[config.mk]
export PLATFORM = sky130hd
export DESIGN_NAME = port_power_ctrl
export DESIGN_NICKNAME = d
export VERILOG_FILES = /design/src/rtl/pwr_pkg.sv /design/src/rtl/tmr_if.sv /design/src/rtl/port_power_ctrl.sv /design/src/rtl/sync_bank.sv /design/src/rtl/wait_timer.sv
export SDC_FILE = /design/constraint.sdc
export NUM_CORES = 1
export LEC_CHECK = 0
export ABC_AREA = 1
export BUFFER_PORTS_ARGS = -buffer_cell sky130_fd_sc_hd__buf_2
export CORE_AREA = 2 2 110 112
export DETAILED_ROUTE_END_ITERATION = 8
export DIE_AREA = 0 0 112 114
export GPL_ROUTABILITY_DRIVEN = 0
export PLACE_DENSITY = 0.5
export SLEW_MARGIN = 20
export SYNTH_ARGS = -nofsm -noshare
export SYNTH_HDL_FRONTEND = slang
export SYNTH_SLANG_ARGS = --single-unit
[constraint.sdc]
create_clock -name mclk -period 1.65 [get_ports mclk]
set_input_delay 0.165 -clock mclk [delete_from_list [all_inputs] [get_ports mclk]]
set_output_delay 0.165 -clock mclk [all_outputs]
set_load 0.005 [all_outputs]
[src/rtl/pwr_pkg.sv]
// shared constants and types for the port power state controller
`default_nettype none
package pwr_pkg;
	typedef enum logic [2:0] {
		st_off,
		st_sleep,
		st_detect,
		st_discharge,
		st_active,
		st_error
	} power_state_t;
	localparam int CLK_PERIOD_NS = 100;
	localparam int NS_PER_US = 1000;
	localparam int SYNC_STAGES = 2;
	// mode code is {emulation_enable_input, mode_select_second, mode_select_first}
	localparam logic [2:0] MODE_ALL_ZERO = 3'h0;
	localparam logic [2:0] MODE_PASS_THROUGH = 3'h1;
	localparam logic [2:0] MODE_PROFILE_CYCLE = 3'h7;
	// one bit per mode code: high-speed switch closed in active
	localparam logic [7:0] HS_MODE_MASK = 8'h0e;
	// bit positions in the synchronised pin vector
	localparam int IN_CORE = 0;
	localparam int IN_SRC = 1;
	localparam int IN_PE = 2;
	localparam int IN_S0 = 3;
	localparam int IN_M1 = 4;
	localparam int IN_M2 = 5;
	localparam int IN_EM = 6;
	localparam int IN_ATTACH = 7;
	localparam int IN_REMOVAL = 8;
	localparam int IN_FAULT = 9;
	localparam int IN_LATCH = 10;
	localparam int IN_STRAP = 11;
endpackage
`default_nettype wire

[src/rtl/tmr_if.sv]
// load and done signals between the sequencer and its wait timer
`default_nettype none
interface tmr_if #(parameter int W = 24);
	logic load;
	logic [W-1:0] count;
	logic done;
	modport ctrl(output load, output count, input done);
	modport cnt(input load, input count, output done);
endinterface
`default_nettype wire

[src/rtl/port_power_ctrl.sv]
// power state sequencer for one usb port power switch
// Summary of operation
// [RQ1] core supply low forces off: state discarded, all switches open
// [RQ2] sleep keeps logic alive, serial wake only, every switch open
// [RQ3] detect watches for attach, high-speed off, no current monitoring
// [RQ4] a present fault moves the controller into error
// [RQ5] active closes port power, enables emulation, limiting and rationing
// [RQ6] sleep chosen for enable off with select 0, or all modes zero; the code picks detect for all modes zero with select 1
// [RQ7] detect chosen with select 1 and enable off or source low
// [RQ8] detect with everything valid waits for attach then goes active itself
// [RQ9] select 0 with valid supply, enable and mode gives permanent active
// [RQ10] select 1 with attached device gives active with removal detection
// [RQ11] host changes mode before dropping enable to leave pass-through
// [RQ12] select 0, cycling mode, nothing attached: profiles cycle
// [RQ13] current limit fixed at power-up, later only lowered
// [RQ14] host uses only documented pin combinations
// [RQ15] detect to active: attach off, bypass off, discharge, then power
// [RQ16] leaving error only after every fault condition has gone
// [RQ17] all pin and comparator inputs synchronised before use
// [RQ18] off resets the machine; state re-chosen when core supply returns
`default_nettype none
module port_power_ctrl #(
	parameter int DISCHARGE_TIME_US = 200,
	parameter int RECOVERY_TIME_US = 100000,
	parameter int TIMER_W = 24,
	parameter int LIMIT_W = 4
) (
	input wire logic mclk,
	input wire logic reset_n,
	input wire logic core_supply_ok,
	input wire logic source_above_uvlo,
	input wire logic port_power_enable_input,
	input wire logic attach_detect_select,
	input wire logic mode_select_first,
	input wire logic mode_select_second,
	input wire logic emulation_enable_input,
	input wire logic attach_detected,
	input wire logic removal_detected,
	input wire logic fault_present,
	input wire logic fault_latch_mode,
	input wire logic [LIMIT_W-1:0] limit_strap,
	input wire logic fault_clear,
	input wire logic limit_write,
	input wire logic [LIMIT_W-1:0] limit_request,
	output pwr_pkg::power_state_t state,
	output logic port_power_switch,
	output logic bypass_switch,
	output logic discharge_switch,
	output logic hs_switch,
	output logic vbus_pulldown,
	output logic attach_detect_enable,
	output logic removal_detect_enable,
	output logic emulation_active,
	output logic current_monitor_enable,
	output logic profile_cycling,
	output logic serial_enable,
	output logic serial_full_access,
	output logic fault_alert,
	output logic [LIMIT_W-1:0] overcurrent_limit
);
	localparam int NIN = pwr_pkg::IN_STRAP + LIMIT_W;
	localparam int DIS_CYCLES = (DISCHARGE_TIME_US * pwr_pkg::NS_PER_US
		+ pwr_pkg::CLK_PERIOD_NS - 1) / pwr_pkg::CLK_PERIOD_NS;
	localparam int REC_CYCLES = (RECOVERY_TIME_US * pwr_pkg::NS_PER_US
		+ pwr_pkg::CLK_PERIOD_NS - 1) / pwr_pkg::CLK_PERIOD_NS;

	logic [NIN-1:0] pins;
	logic [NIN-1:0] s;
	tmr_if #(.W(TIMER_W)) tmr();

	assign pins = {limit_strap, fault_latch_mode, fault_present, removal_detected,
		attach_detected, emulation_enable_input, mode_select_second, mode_select_first,
		attach_detect_select, port_power_enable_input, source_above_uvlo, core_supply_ok};

	// nothing below looks at a raw pin [RQ17]
	sync_bank #(.W(NIN)) u_sync (
		.mclk(mclk),
		.reset_n(reset_n),
		.d(pins),
		.q(s)
	);

	wait_timer #(.W(TIMER_W)) u_timer (
		.mclk(mclk),
		.reset_n(reset_n),
		.t(tmr)
	);

	logic core_ok;
	logic src_ok;
	logic pe;
	logic s0;
	logic fault;
	logic [2:0] mode;
	logic any_mode;
	logic attached;
	logic pe_prev;
	pwr_pkg::power_state_t desired;
	pwr_pkg::power_state_t next_state;
	logic next_attached;
	logic next_pe_prev;
	logic [LIMIT_W-1:0] next_limit;
	logic release_err;

	assign core_ok = s[pwr_pkg::IN_CORE];
	assign src_ok = s[pwr_pkg::IN_SRC];
	assign pe = s[pwr_pkg::IN_PE];
	assign s0 = s[pwr_pkg::IN_S0];
	assign fault = s[pwr_pkg::IN_FAULT];
	assign mode = {s[pwr_pkg::IN_EM], s[pwr_pkg::IN_M2], s[pwr_pkg::IN_M1]};
	assign any_mode = mode != pwr_pkg::MODE_ALL_ZERO;

	// state that the pins ask for
	always_comb begin
		if (!s0) begin
			if (pe && src_ok && any_mode) begin
				desired = pwr_pkg::st_active; // [RQ9]
			end else if (!pe && mode == pwr_pkg::MODE_PASS_THROUGH
				&& state == pwr_pkg::st_active) begin
				// pass-through holds until the mode pins move first [RQ11]
				desired = pwr_pkg::st_active;
			end else begin
				desired = pwr_pkg::st_sleep; // [RQ6]
			end
		end else if (pe && src_ok && any_mode && attached) begin
			desired = pwr_pkg::st_active; // [RQ10]
		end else begin
			desired = pwr_pkg::st_detect; // [RQ7] [RQ8]
		end
	end

	always_comb begin
		next_state = state;
		next_attached = attached;
		next_pe_prev = pe;
		next_limit = overcurrent_limit;
		tmr.load = 1'b0;
		tmr.count = TIMER_W'(REC_CYCLES);
		// latch choice read only through its synchroniser [RQ17]
		if (s[pwr_pkg::IN_LATCH]) begin
			release_err = fault_clear || pe != pe_prev;
		end else begin
			release_err = tmr.done;
		end
		if (s[pwr_pkg::IN_REMOVAL] && removal_detect_enable) begin
			next_attached = 1'b0;
			release_err = 1'b1;
		end
		// attach sets over a removal in the same cycle
		if (s[pwr_pkg::IN_ATTACH] && attach_detect_enable) begin
			next_attached = 1'b1;
		end
		if (state != pwr_pkg::st_off && limit_write && limit_request < overcurrent_limit) begin
			next_limit = limit_request; // [RQ13]
		end
		case (state)
			pwr_pkg::st_off: begin
				next_limit = s[pwr_pkg::IN_STRAP +: LIMIT_W]; // [RQ13]
				next_state = desired; // [RQ18]
			end
			pwr_pkg::st_sleep, pwr_pkg::st_active: begin
				next_state = desired;
			end
			pwr_pkg::st_detect: begin
				if (desired == pwr_pkg::st_active) begin
					next_state = pwr_pkg::st_discharge; // [RQ15]
					tmr.load = 1'b1;
					tmr.count = TIMER_W'(DIS_CYCLES);
				end else begin
					next_state = desired;
				end
			end
			pwr_pkg::st_discharge: begin
				if (desired != pwr_pkg::st_active) begin
					next_state = desired;
				end else if (tmr.done) begin
					next_state = pwr_pkg::st_active; // [RQ15]
				end
			end
			pwr_pkg::st_error: begin
				if (release_err) begin
					if (!fault) begin
						next_state = desired; // [RQ16]
					end else if (!s[pwr_pkg::IN_LATCH]) begin
						tmr.load = 1'b1; // retry after another wait
					end
				end
			end
			default: begin
				next_state = pwr_pkg::st_off;
			end
		endcase
		if (fault && state != pwr_pkg::st_off && state != pwr_pkg::st_error) begin
			next_state = pwr_pkg::st_error; // [RQ4]
			tmr.load = !s[pwr_pkg::IN_LATCH];
			tmr.count = TIMER_W'(REC_CYCLES);
		end
		if (!core_ok) begin
			next_state = pwr_pkg::st_off; // [RQ1] [RQ18]
			next_attached = 1'b0;
			next_limit = '0;
		end
	end

	logic next_pps;
	logic next_byp;
	logic next_dis;
	logic next_hs;
	logic next_pd;
	logic next_att_en;
	logic next_rem_en;
	logic next_emu;
	logic next_mon;
	logic next_cyc;
	logic next_ser;
	logic next_ser_full;
	logic next_alert;

	// outputs follow the next state so they change on the same edge
	always_comb begin
		next_pps = next_state == pwr_pkg::st_active; // [RQ5]
		next_byp = next_state == pwr_pkg::st_detect;
		next_dis = next_state == pwr_pkg::st_discharge; // [RQ15]
		next_hs = next_state == pwr_pkg::st_active && pwr_pkg::HS_MODE_MASK[mode]; // [RQ3]
		next_pd = next_state == pwr_pkg::st_sleep; // [RQ2]
		next_att_en = next_state == pwr_pkg::st_detect; // [RQ3]
		next_rem_en = (s0 && (next_state == pwr_pkg::st_active
			|| next_state == pwr_pkg::st_discharge)) || next_state == pwr_pkg::st_error;
		next_emu = next_state == pwr_pkg::st_active; // [RQ5]
		next_mon = next_state == pwr_pkg::st_active;
		next_cyc = next_state == pwr_pkg::st_active && !s0 && !next_attached
			&& mode == pwr_pkg::MODE_PROFILE_CYCLE; // [RQ12]
		next_ser = next_state != pwr_pkg::st_off; // [RQ1] [RQ2]
		next_ser_full = next_ser && next_state != pwr_pkg::st_sleep;
		next_alert = next_state == pwr_pkg::st_error;
	end

	always_ff @(posedge mclk or negedge reset_n) begin
		if (!reset_n) begin
			state <= pwr_pkg::st_off;
			attached <= 1'b0;
			pe_prev <= 1'b0;
			overcurrent_limit <= '0;
			port_power_switch <= 1'b0;
			bypass_switch <= 1'b0;
			discharge_switch <= 1'b0;
			hs_switch <= 1'b0;
			vbus_pulldown <= 1'b0;
			attach_detect_enable <= 1'b0;
			removal_detect_enable <= 1'b0;
			emulation_active <= 1'b0;
			current_monitor_enable <= 1'b0;
			profile_cycling <= 1'b0;
			serial_enable <= 1'b0;
			serial_full_access <= 1'b0;
			fault_alert <= 1'b0;
		end else begin
			state <= next_state;
			attached <= next_attached;
			pe_prev <= next_pe_prev;
			overcurrent_limit <= next_limit;
			port_power_switch <= next_pps;
			bypass_switch <= next_byp;
			discharge_switch <= next_dis;
			hs_switch <= next_hs;
			vbus_pulldown <= next_pd;
			attach_detect_enable <= next_att_en;
			removal_detect_enable <= next_rem_en;
			emulation_active <= next_emu;
			current_monitor_enable <= next_mon;
			profile_cycling <= next_cyc;
			serial_enable <= next_ser;
			serial_full_access <= next_ser_full;
			fault_alert <= next_alert;
		end
	end

	// helper: cycles spent in the discharge step
	logic [TIMER_W-1:0] dis_cnt;
	always_ff @(posedge mclk or negedge reset_n) begin
		if (!reset_n) begin
			dis_cnt <= '0;
		end else begin
			dis_cnt <= (state == pwr_pkg::st_discharge) ? dis_cnt + TIMER_W'(1) : '0;
		end
	end
endmodule
`default_nettype wire

[src/rtl/sync_bank.sv]
// two-stage synchronisers for a vector of pin inputs
`default_nettype none
module sync_bank #(
	parameter int W = 8
) (
	input wire logic mclk,
	input wire logic reset_n,
	input wire logic [W-1:0] d,
	output logic [W-1:0] q
);
	genvar i;
	generate
		for (i = 0; i < W; i++) begin : g_bit
			logic meta;
			logic next_meta;
			logic next_q;
			always_comb begin
				next_meta = d[i];
				next_q = meta;
			end
			always_ff @(posedge mclk or negedge reset_n) begin
				if (!reset_n) begin
					meta <= 1'b0;
					q[i] <= 1'b0;
				end else begin
					meta <= next_meta;
					q[i] <= next_q;
				end
			end
		end
	endgenerate
endmodule
`default_nettype wire

[src/rtl/wait_timer.sv]
// down counter that pulses done when a loaded wait runs out
`default_nettype none
module wait_timer #(
	parameter int W = 24
) (
	input wire logic mclk,
	input wire logic reset_n,
	tmr_if.cnt t
);
	logic [W-1:0] cnt;
	logic [W-1:0] next_cnt;
	logic next_done;
	always_comb begin
		next_cnt = cnt;
		if (t.load) begin
			next_cnt = t.count;
		end else if (cnt != '0) begin
			next_cnt = cnt - W'(1);
		end
		next_done = !t.load && (cnt == W'(1));
	end
	always_ff @(posedge mclk or negedge reset_n) begin
		if (!reset_n) begin
			cnt <= '0;
			t.done <= 1'b0;
		end else begin
			cnt <= next_cnt;
			t.done <= next_done;
		end
	end
endmodule
`default_nettype wire

==> impl_metrics.ini <==
[run]
max_cap_viol_count = 0

[placement]
place_worst_setup_slack_ns = -0.107
buffer_ports.inserted = 42
place_area_mm2 = 0.00426
dp_hpwl_mm = 5.78

[outcome]
outcome = finished with violations
failed_checks = negative setup slack

[die]
ios = 43
fp.dieW_um = 112
chipHeight_um = 114
initial_core_util_pct = 29.3
core_area_mm2 = 0.0117
die_area_mm2 = 0.0128
fp-row-count = 40

[cts]
cts-root-to-sink-buffers = 2
cts.reportedPaths.clkPinSlew_ns = 0.06
cts_num_sinks = 74
cts-root-buf = clkbuf_16
tritoncts.num_buffers = 9
cts_htree_levels = 3
tritoncts = done
clk-insertion-delay-late_ns = 0.34

[worst_setup_path]
path_depth = 10
list_of_cells_traversed_by_the_critical_path = inv_2 -> nand2_2 -> or2_4 -> nand3b_4 -> o21ai_4 -> nand2_8 -> nand2_8 -> buf_6 -> nor2_4 -> nor3_2
setup.worst_path.start_class = flop
slowest_stage = dfrtp_1
crit_path_max_fanout = 5
crit_path_max_delay_family = simple AND/OR/NAND/NOR gates
worst_ep_arrival_time_ns = 1.96
critPathRequiredTime_ns = 1.86
cp_slowest_stage_delay_ns = 0.41
crit_buf_inv = 2
setup.worst_path.end_class = flop
worst_setup_path_type = reg2reg
rr_worst_depth = 10
critPathMostFrequentCell = nand2_8

[timing]
clock.fmax_mhz = 575
unrepaired_setup_endpoints_after_global_routing = yes
final-setup-viol-count = 21
final.period_utilization_pct = 105
final.hold.worst_slack_ns = 0.189
timing.final.crit_period_ns = 1.74
worst_slew_margin_rel_pct = 68.0
post-route-worst-setup-slack_ns = -0.0905
slew_viol_final = 0
skew_ns = 0.00621
hold_violations = 0
tightest_slew_ns = 0.479

[logic_synthesis]
avgSynthCellArea_um2 = 9.80
synth_cells = 350
synth_seq_cells = 74
async_reset_ff_share_pct = 100
synth_top_area_cell = dfrtp_1
yosysMostFrequentCell = dfrtp_1
top_cells_by_area_synth = dfrtp_1, nand2_1, inv_1, nor2_1, a21oi_1
synthAdderAreaFrac_pct = 1.82
yosysTopAreaCellShare_pct = 54.0
synth_top_cells_by_count = dfrtp_1, nand2_1, inv_1
synth_edf_count = 0
synthMuxAreaShare_pct = 0.985
synth_warnings = 0
synth_xor_xnor_area_share_pct = 3.58
basic_gate_share_of_the_synthesized_area_counting_and_or_nand_and_nor_cells_pct = 23.9
post_synth_design_cell_area_mm2 = 0.00343
seq_total_area_yosys_pct = 54.0
synth_compound_gate_area_share_pct = 8.80
synth_top_family_by_area = simple AND/OR/NAND/NOR gates
netlist-cell-type-count = 41
synthesized_net_count = 378
postSynth.topFlopCell = dfrtp_1

[detailed_routing]
vias = 2840
route.detailed.drc = 0
via_to_cell_ratio = 4.39
routed_wire_length_per_instance_um = 13.3
drt-pass1-iter-count = 4
routed_wirelength_mm = 8.63
routed_antenna_nets = 0
initialDrtViolationCount = 168

[global_routing]
antenna_found_initial = 0
first_global_vias = 2851
grt.overflow.total = 0
grt_use_total_pct = 13.7
grt_pass1_wl_mm = 13.7
pin_count_of_the_biggest_net_entering_global_routing = 34

[hold_path]
hold_path.class = in2reg
hold_depth = 5

[power_and_ir_drop]
ir_drop_mv = 0.591
leakage_power_uw = 0.00250
power_density_mw_per_mm2 = 1230

[final_layout]
flow.area_growth_from_synthesis_pct = 51.4
inserted_diodes = 0
drive_above_1_share_pct = 50.0
finalInstanceArea_mm2 = 0.00519
design.final.nets = 523
-- cells in the final DEF, fill, tap and decap left out, types with 2 or more instances in the layout --
| cell type | Yosys | routed |
|---|---|---|
| a21oi_1 | 19 | 9 |
| nand2_2 | 5 | 18 |
| nand2_4 | 3 | 7 |
| clkinv_4 | 0 | 2 |
| nand3_2 | 1 | 2 |
| xnor2_2 | 0 | 2 |
| inv_1 | 39 | 31 |
| nand4_1 | 6 | 6 |
| nor3_2 | 5 | 10 |
| dfrtp_2 | 0 | 2 |
| buf_4 | 4 | 72 |
| inv_6 | 0 | 3 |
| nand2_1 | 60 | 43 |
| dlygate4sd3_1 | 0 | 16 |
| buf_12 | 0 | 2 |
| inv_2 | 7 | 12 |
| nand3_1 | 15 | 13 |
| nor2_4 | 4 | 9 |
| nor3_1 | 7 | 2 |
| dfrtp_1 | 74 | 72 |
| nor2_2 | 4 | 13 |
| nand2_8 | 2 | 3 |
| clkbuf_16 | 0 | 9 |
| nor2_1 | 37 | 24 |
| inv_4 | 2 | 4 |
| buf_2 | 0 | 41 |
| mux2_2 | 3 | 3 |
| xor2_1 | 9 | 9 |
| ha_1 | 5 | 5 |
| a21oi_2 | 2 | 10 |
| o21ai_1 | 2 | 4 |
| buf_6 | 2 | 7 |
| a211oi_2 | 2 | 2 |
| a21oi_4 | 1 | 3 |
| o21ai_0 | 9 | 7 |
| xnor2_1 | 5 | 3 |
-- timing repair --
action	4_1_cts	5_1_grt
pin swaps	7	24
buffers inserted	6	12
cloned	2	0
endpoints found under the setup margin	31	40
hold buffers	16	0
resized for setup	27	62
endpoints found under the hold margin	46	0
-- layout make-up --
class	count	area [um^2]
fillers	1132	6520
flip-flops and latches	74	1850
multi-input cells	224	1620
repair buffers	138	1020
clock buffers	10	239
inverters	48	195
well taps	147	184
clock inverters	6	72.6
-- state kept, by name, summed over array words and instances (netlist names) --
name	flops
u_sync.g_bit.meta	15
vbus_pulldown	1
fault_alert	1
u_timer.t.done	1
pe_prev	1
state	3
hs_switch	1
current_monitor_enable	1
u_sync.q	15
attached	1
profile_cycling	1
removal_detect_enable	1
serial_enable	1
serial_full_access	1
attach_detect_enable	1
u_timer.cnt	24
overcurrent_limit	4
discharge_switch	1
-- worst register-to-register path: cells and delay by family, from the launching register on --
| family | cells | cell delay [ns] |
|---|---|---|
| AO/OA/AOI/OAI | 1 | 0.09 |
| buffers and inverters | 2 | 0.21 |
| flip-flops | 1 | 0.41 |
| AND/OR/NAND/NOR | 7 | 0.91 |
-- per-stage QoR --
| step | utilization (%) | instances | TNS, ns | power, uW |
|---|---|---|---|---|
| finish | 44.3 | 647 | -0.854 | 6380 |
| global route | 44.3 | 647 | -3.99 | 6710 |
| CTS | 41.8 | 635 | -0.350 | 6210 |
| detailed placement | 36.4 | 595 | -0.991 | 3980 |
| global placement | 36.4 | 595 | -1.04 | 3990 |
| floorplan | - | 350 | -0.0428 | 3200 |
-- power breakdown --
group / switching [uW] / internal, uW
sequential: 186 / 2080
clock: 804 / 1230
combinational: 1060 / 1020
-- metal layers --
metal	global-route usage, %	routed length (um)
met3	2.60	301
met5	0	0
met1	17.4	3880
met2	22.1	4200
met4	7.24	251
-- cell families (layout without fill, tap and decap cells) --
| kind of cell | count (synthesis) | in the layout |
|---|---|---|
| compound gates | 45 | 45 |
| xor+xnor | 14 | 14 |
| fa+ha+maj | 5 | 5 |
| buf+inv | 54 | 202 |
| flops | 74 | 74 |
| mux | 3 | 3 |
| simple gates | 155 | 157 |
-- worst paths after layout --
path                       slack (ns)              endpoint                  start
max                             -0.09       u_timer.cnt[23]               state[0]
min                              0.19  overcurrent_limit[0]       limit_request[0]
max reg2reg                     -0.09       u_timer.cnt[23]               state[0]
min reg2reg                      0.35          u_sync.q[10]  u_sync.g_bit[10].meta
max in group asynchronous        0.72       u_timer.cnt[18]                reset_n
min in group asynchronous        0.31  u_sync.g_bit[4].meta                reset_n
No activity file was read; power rests on OpenSTA's default activity.
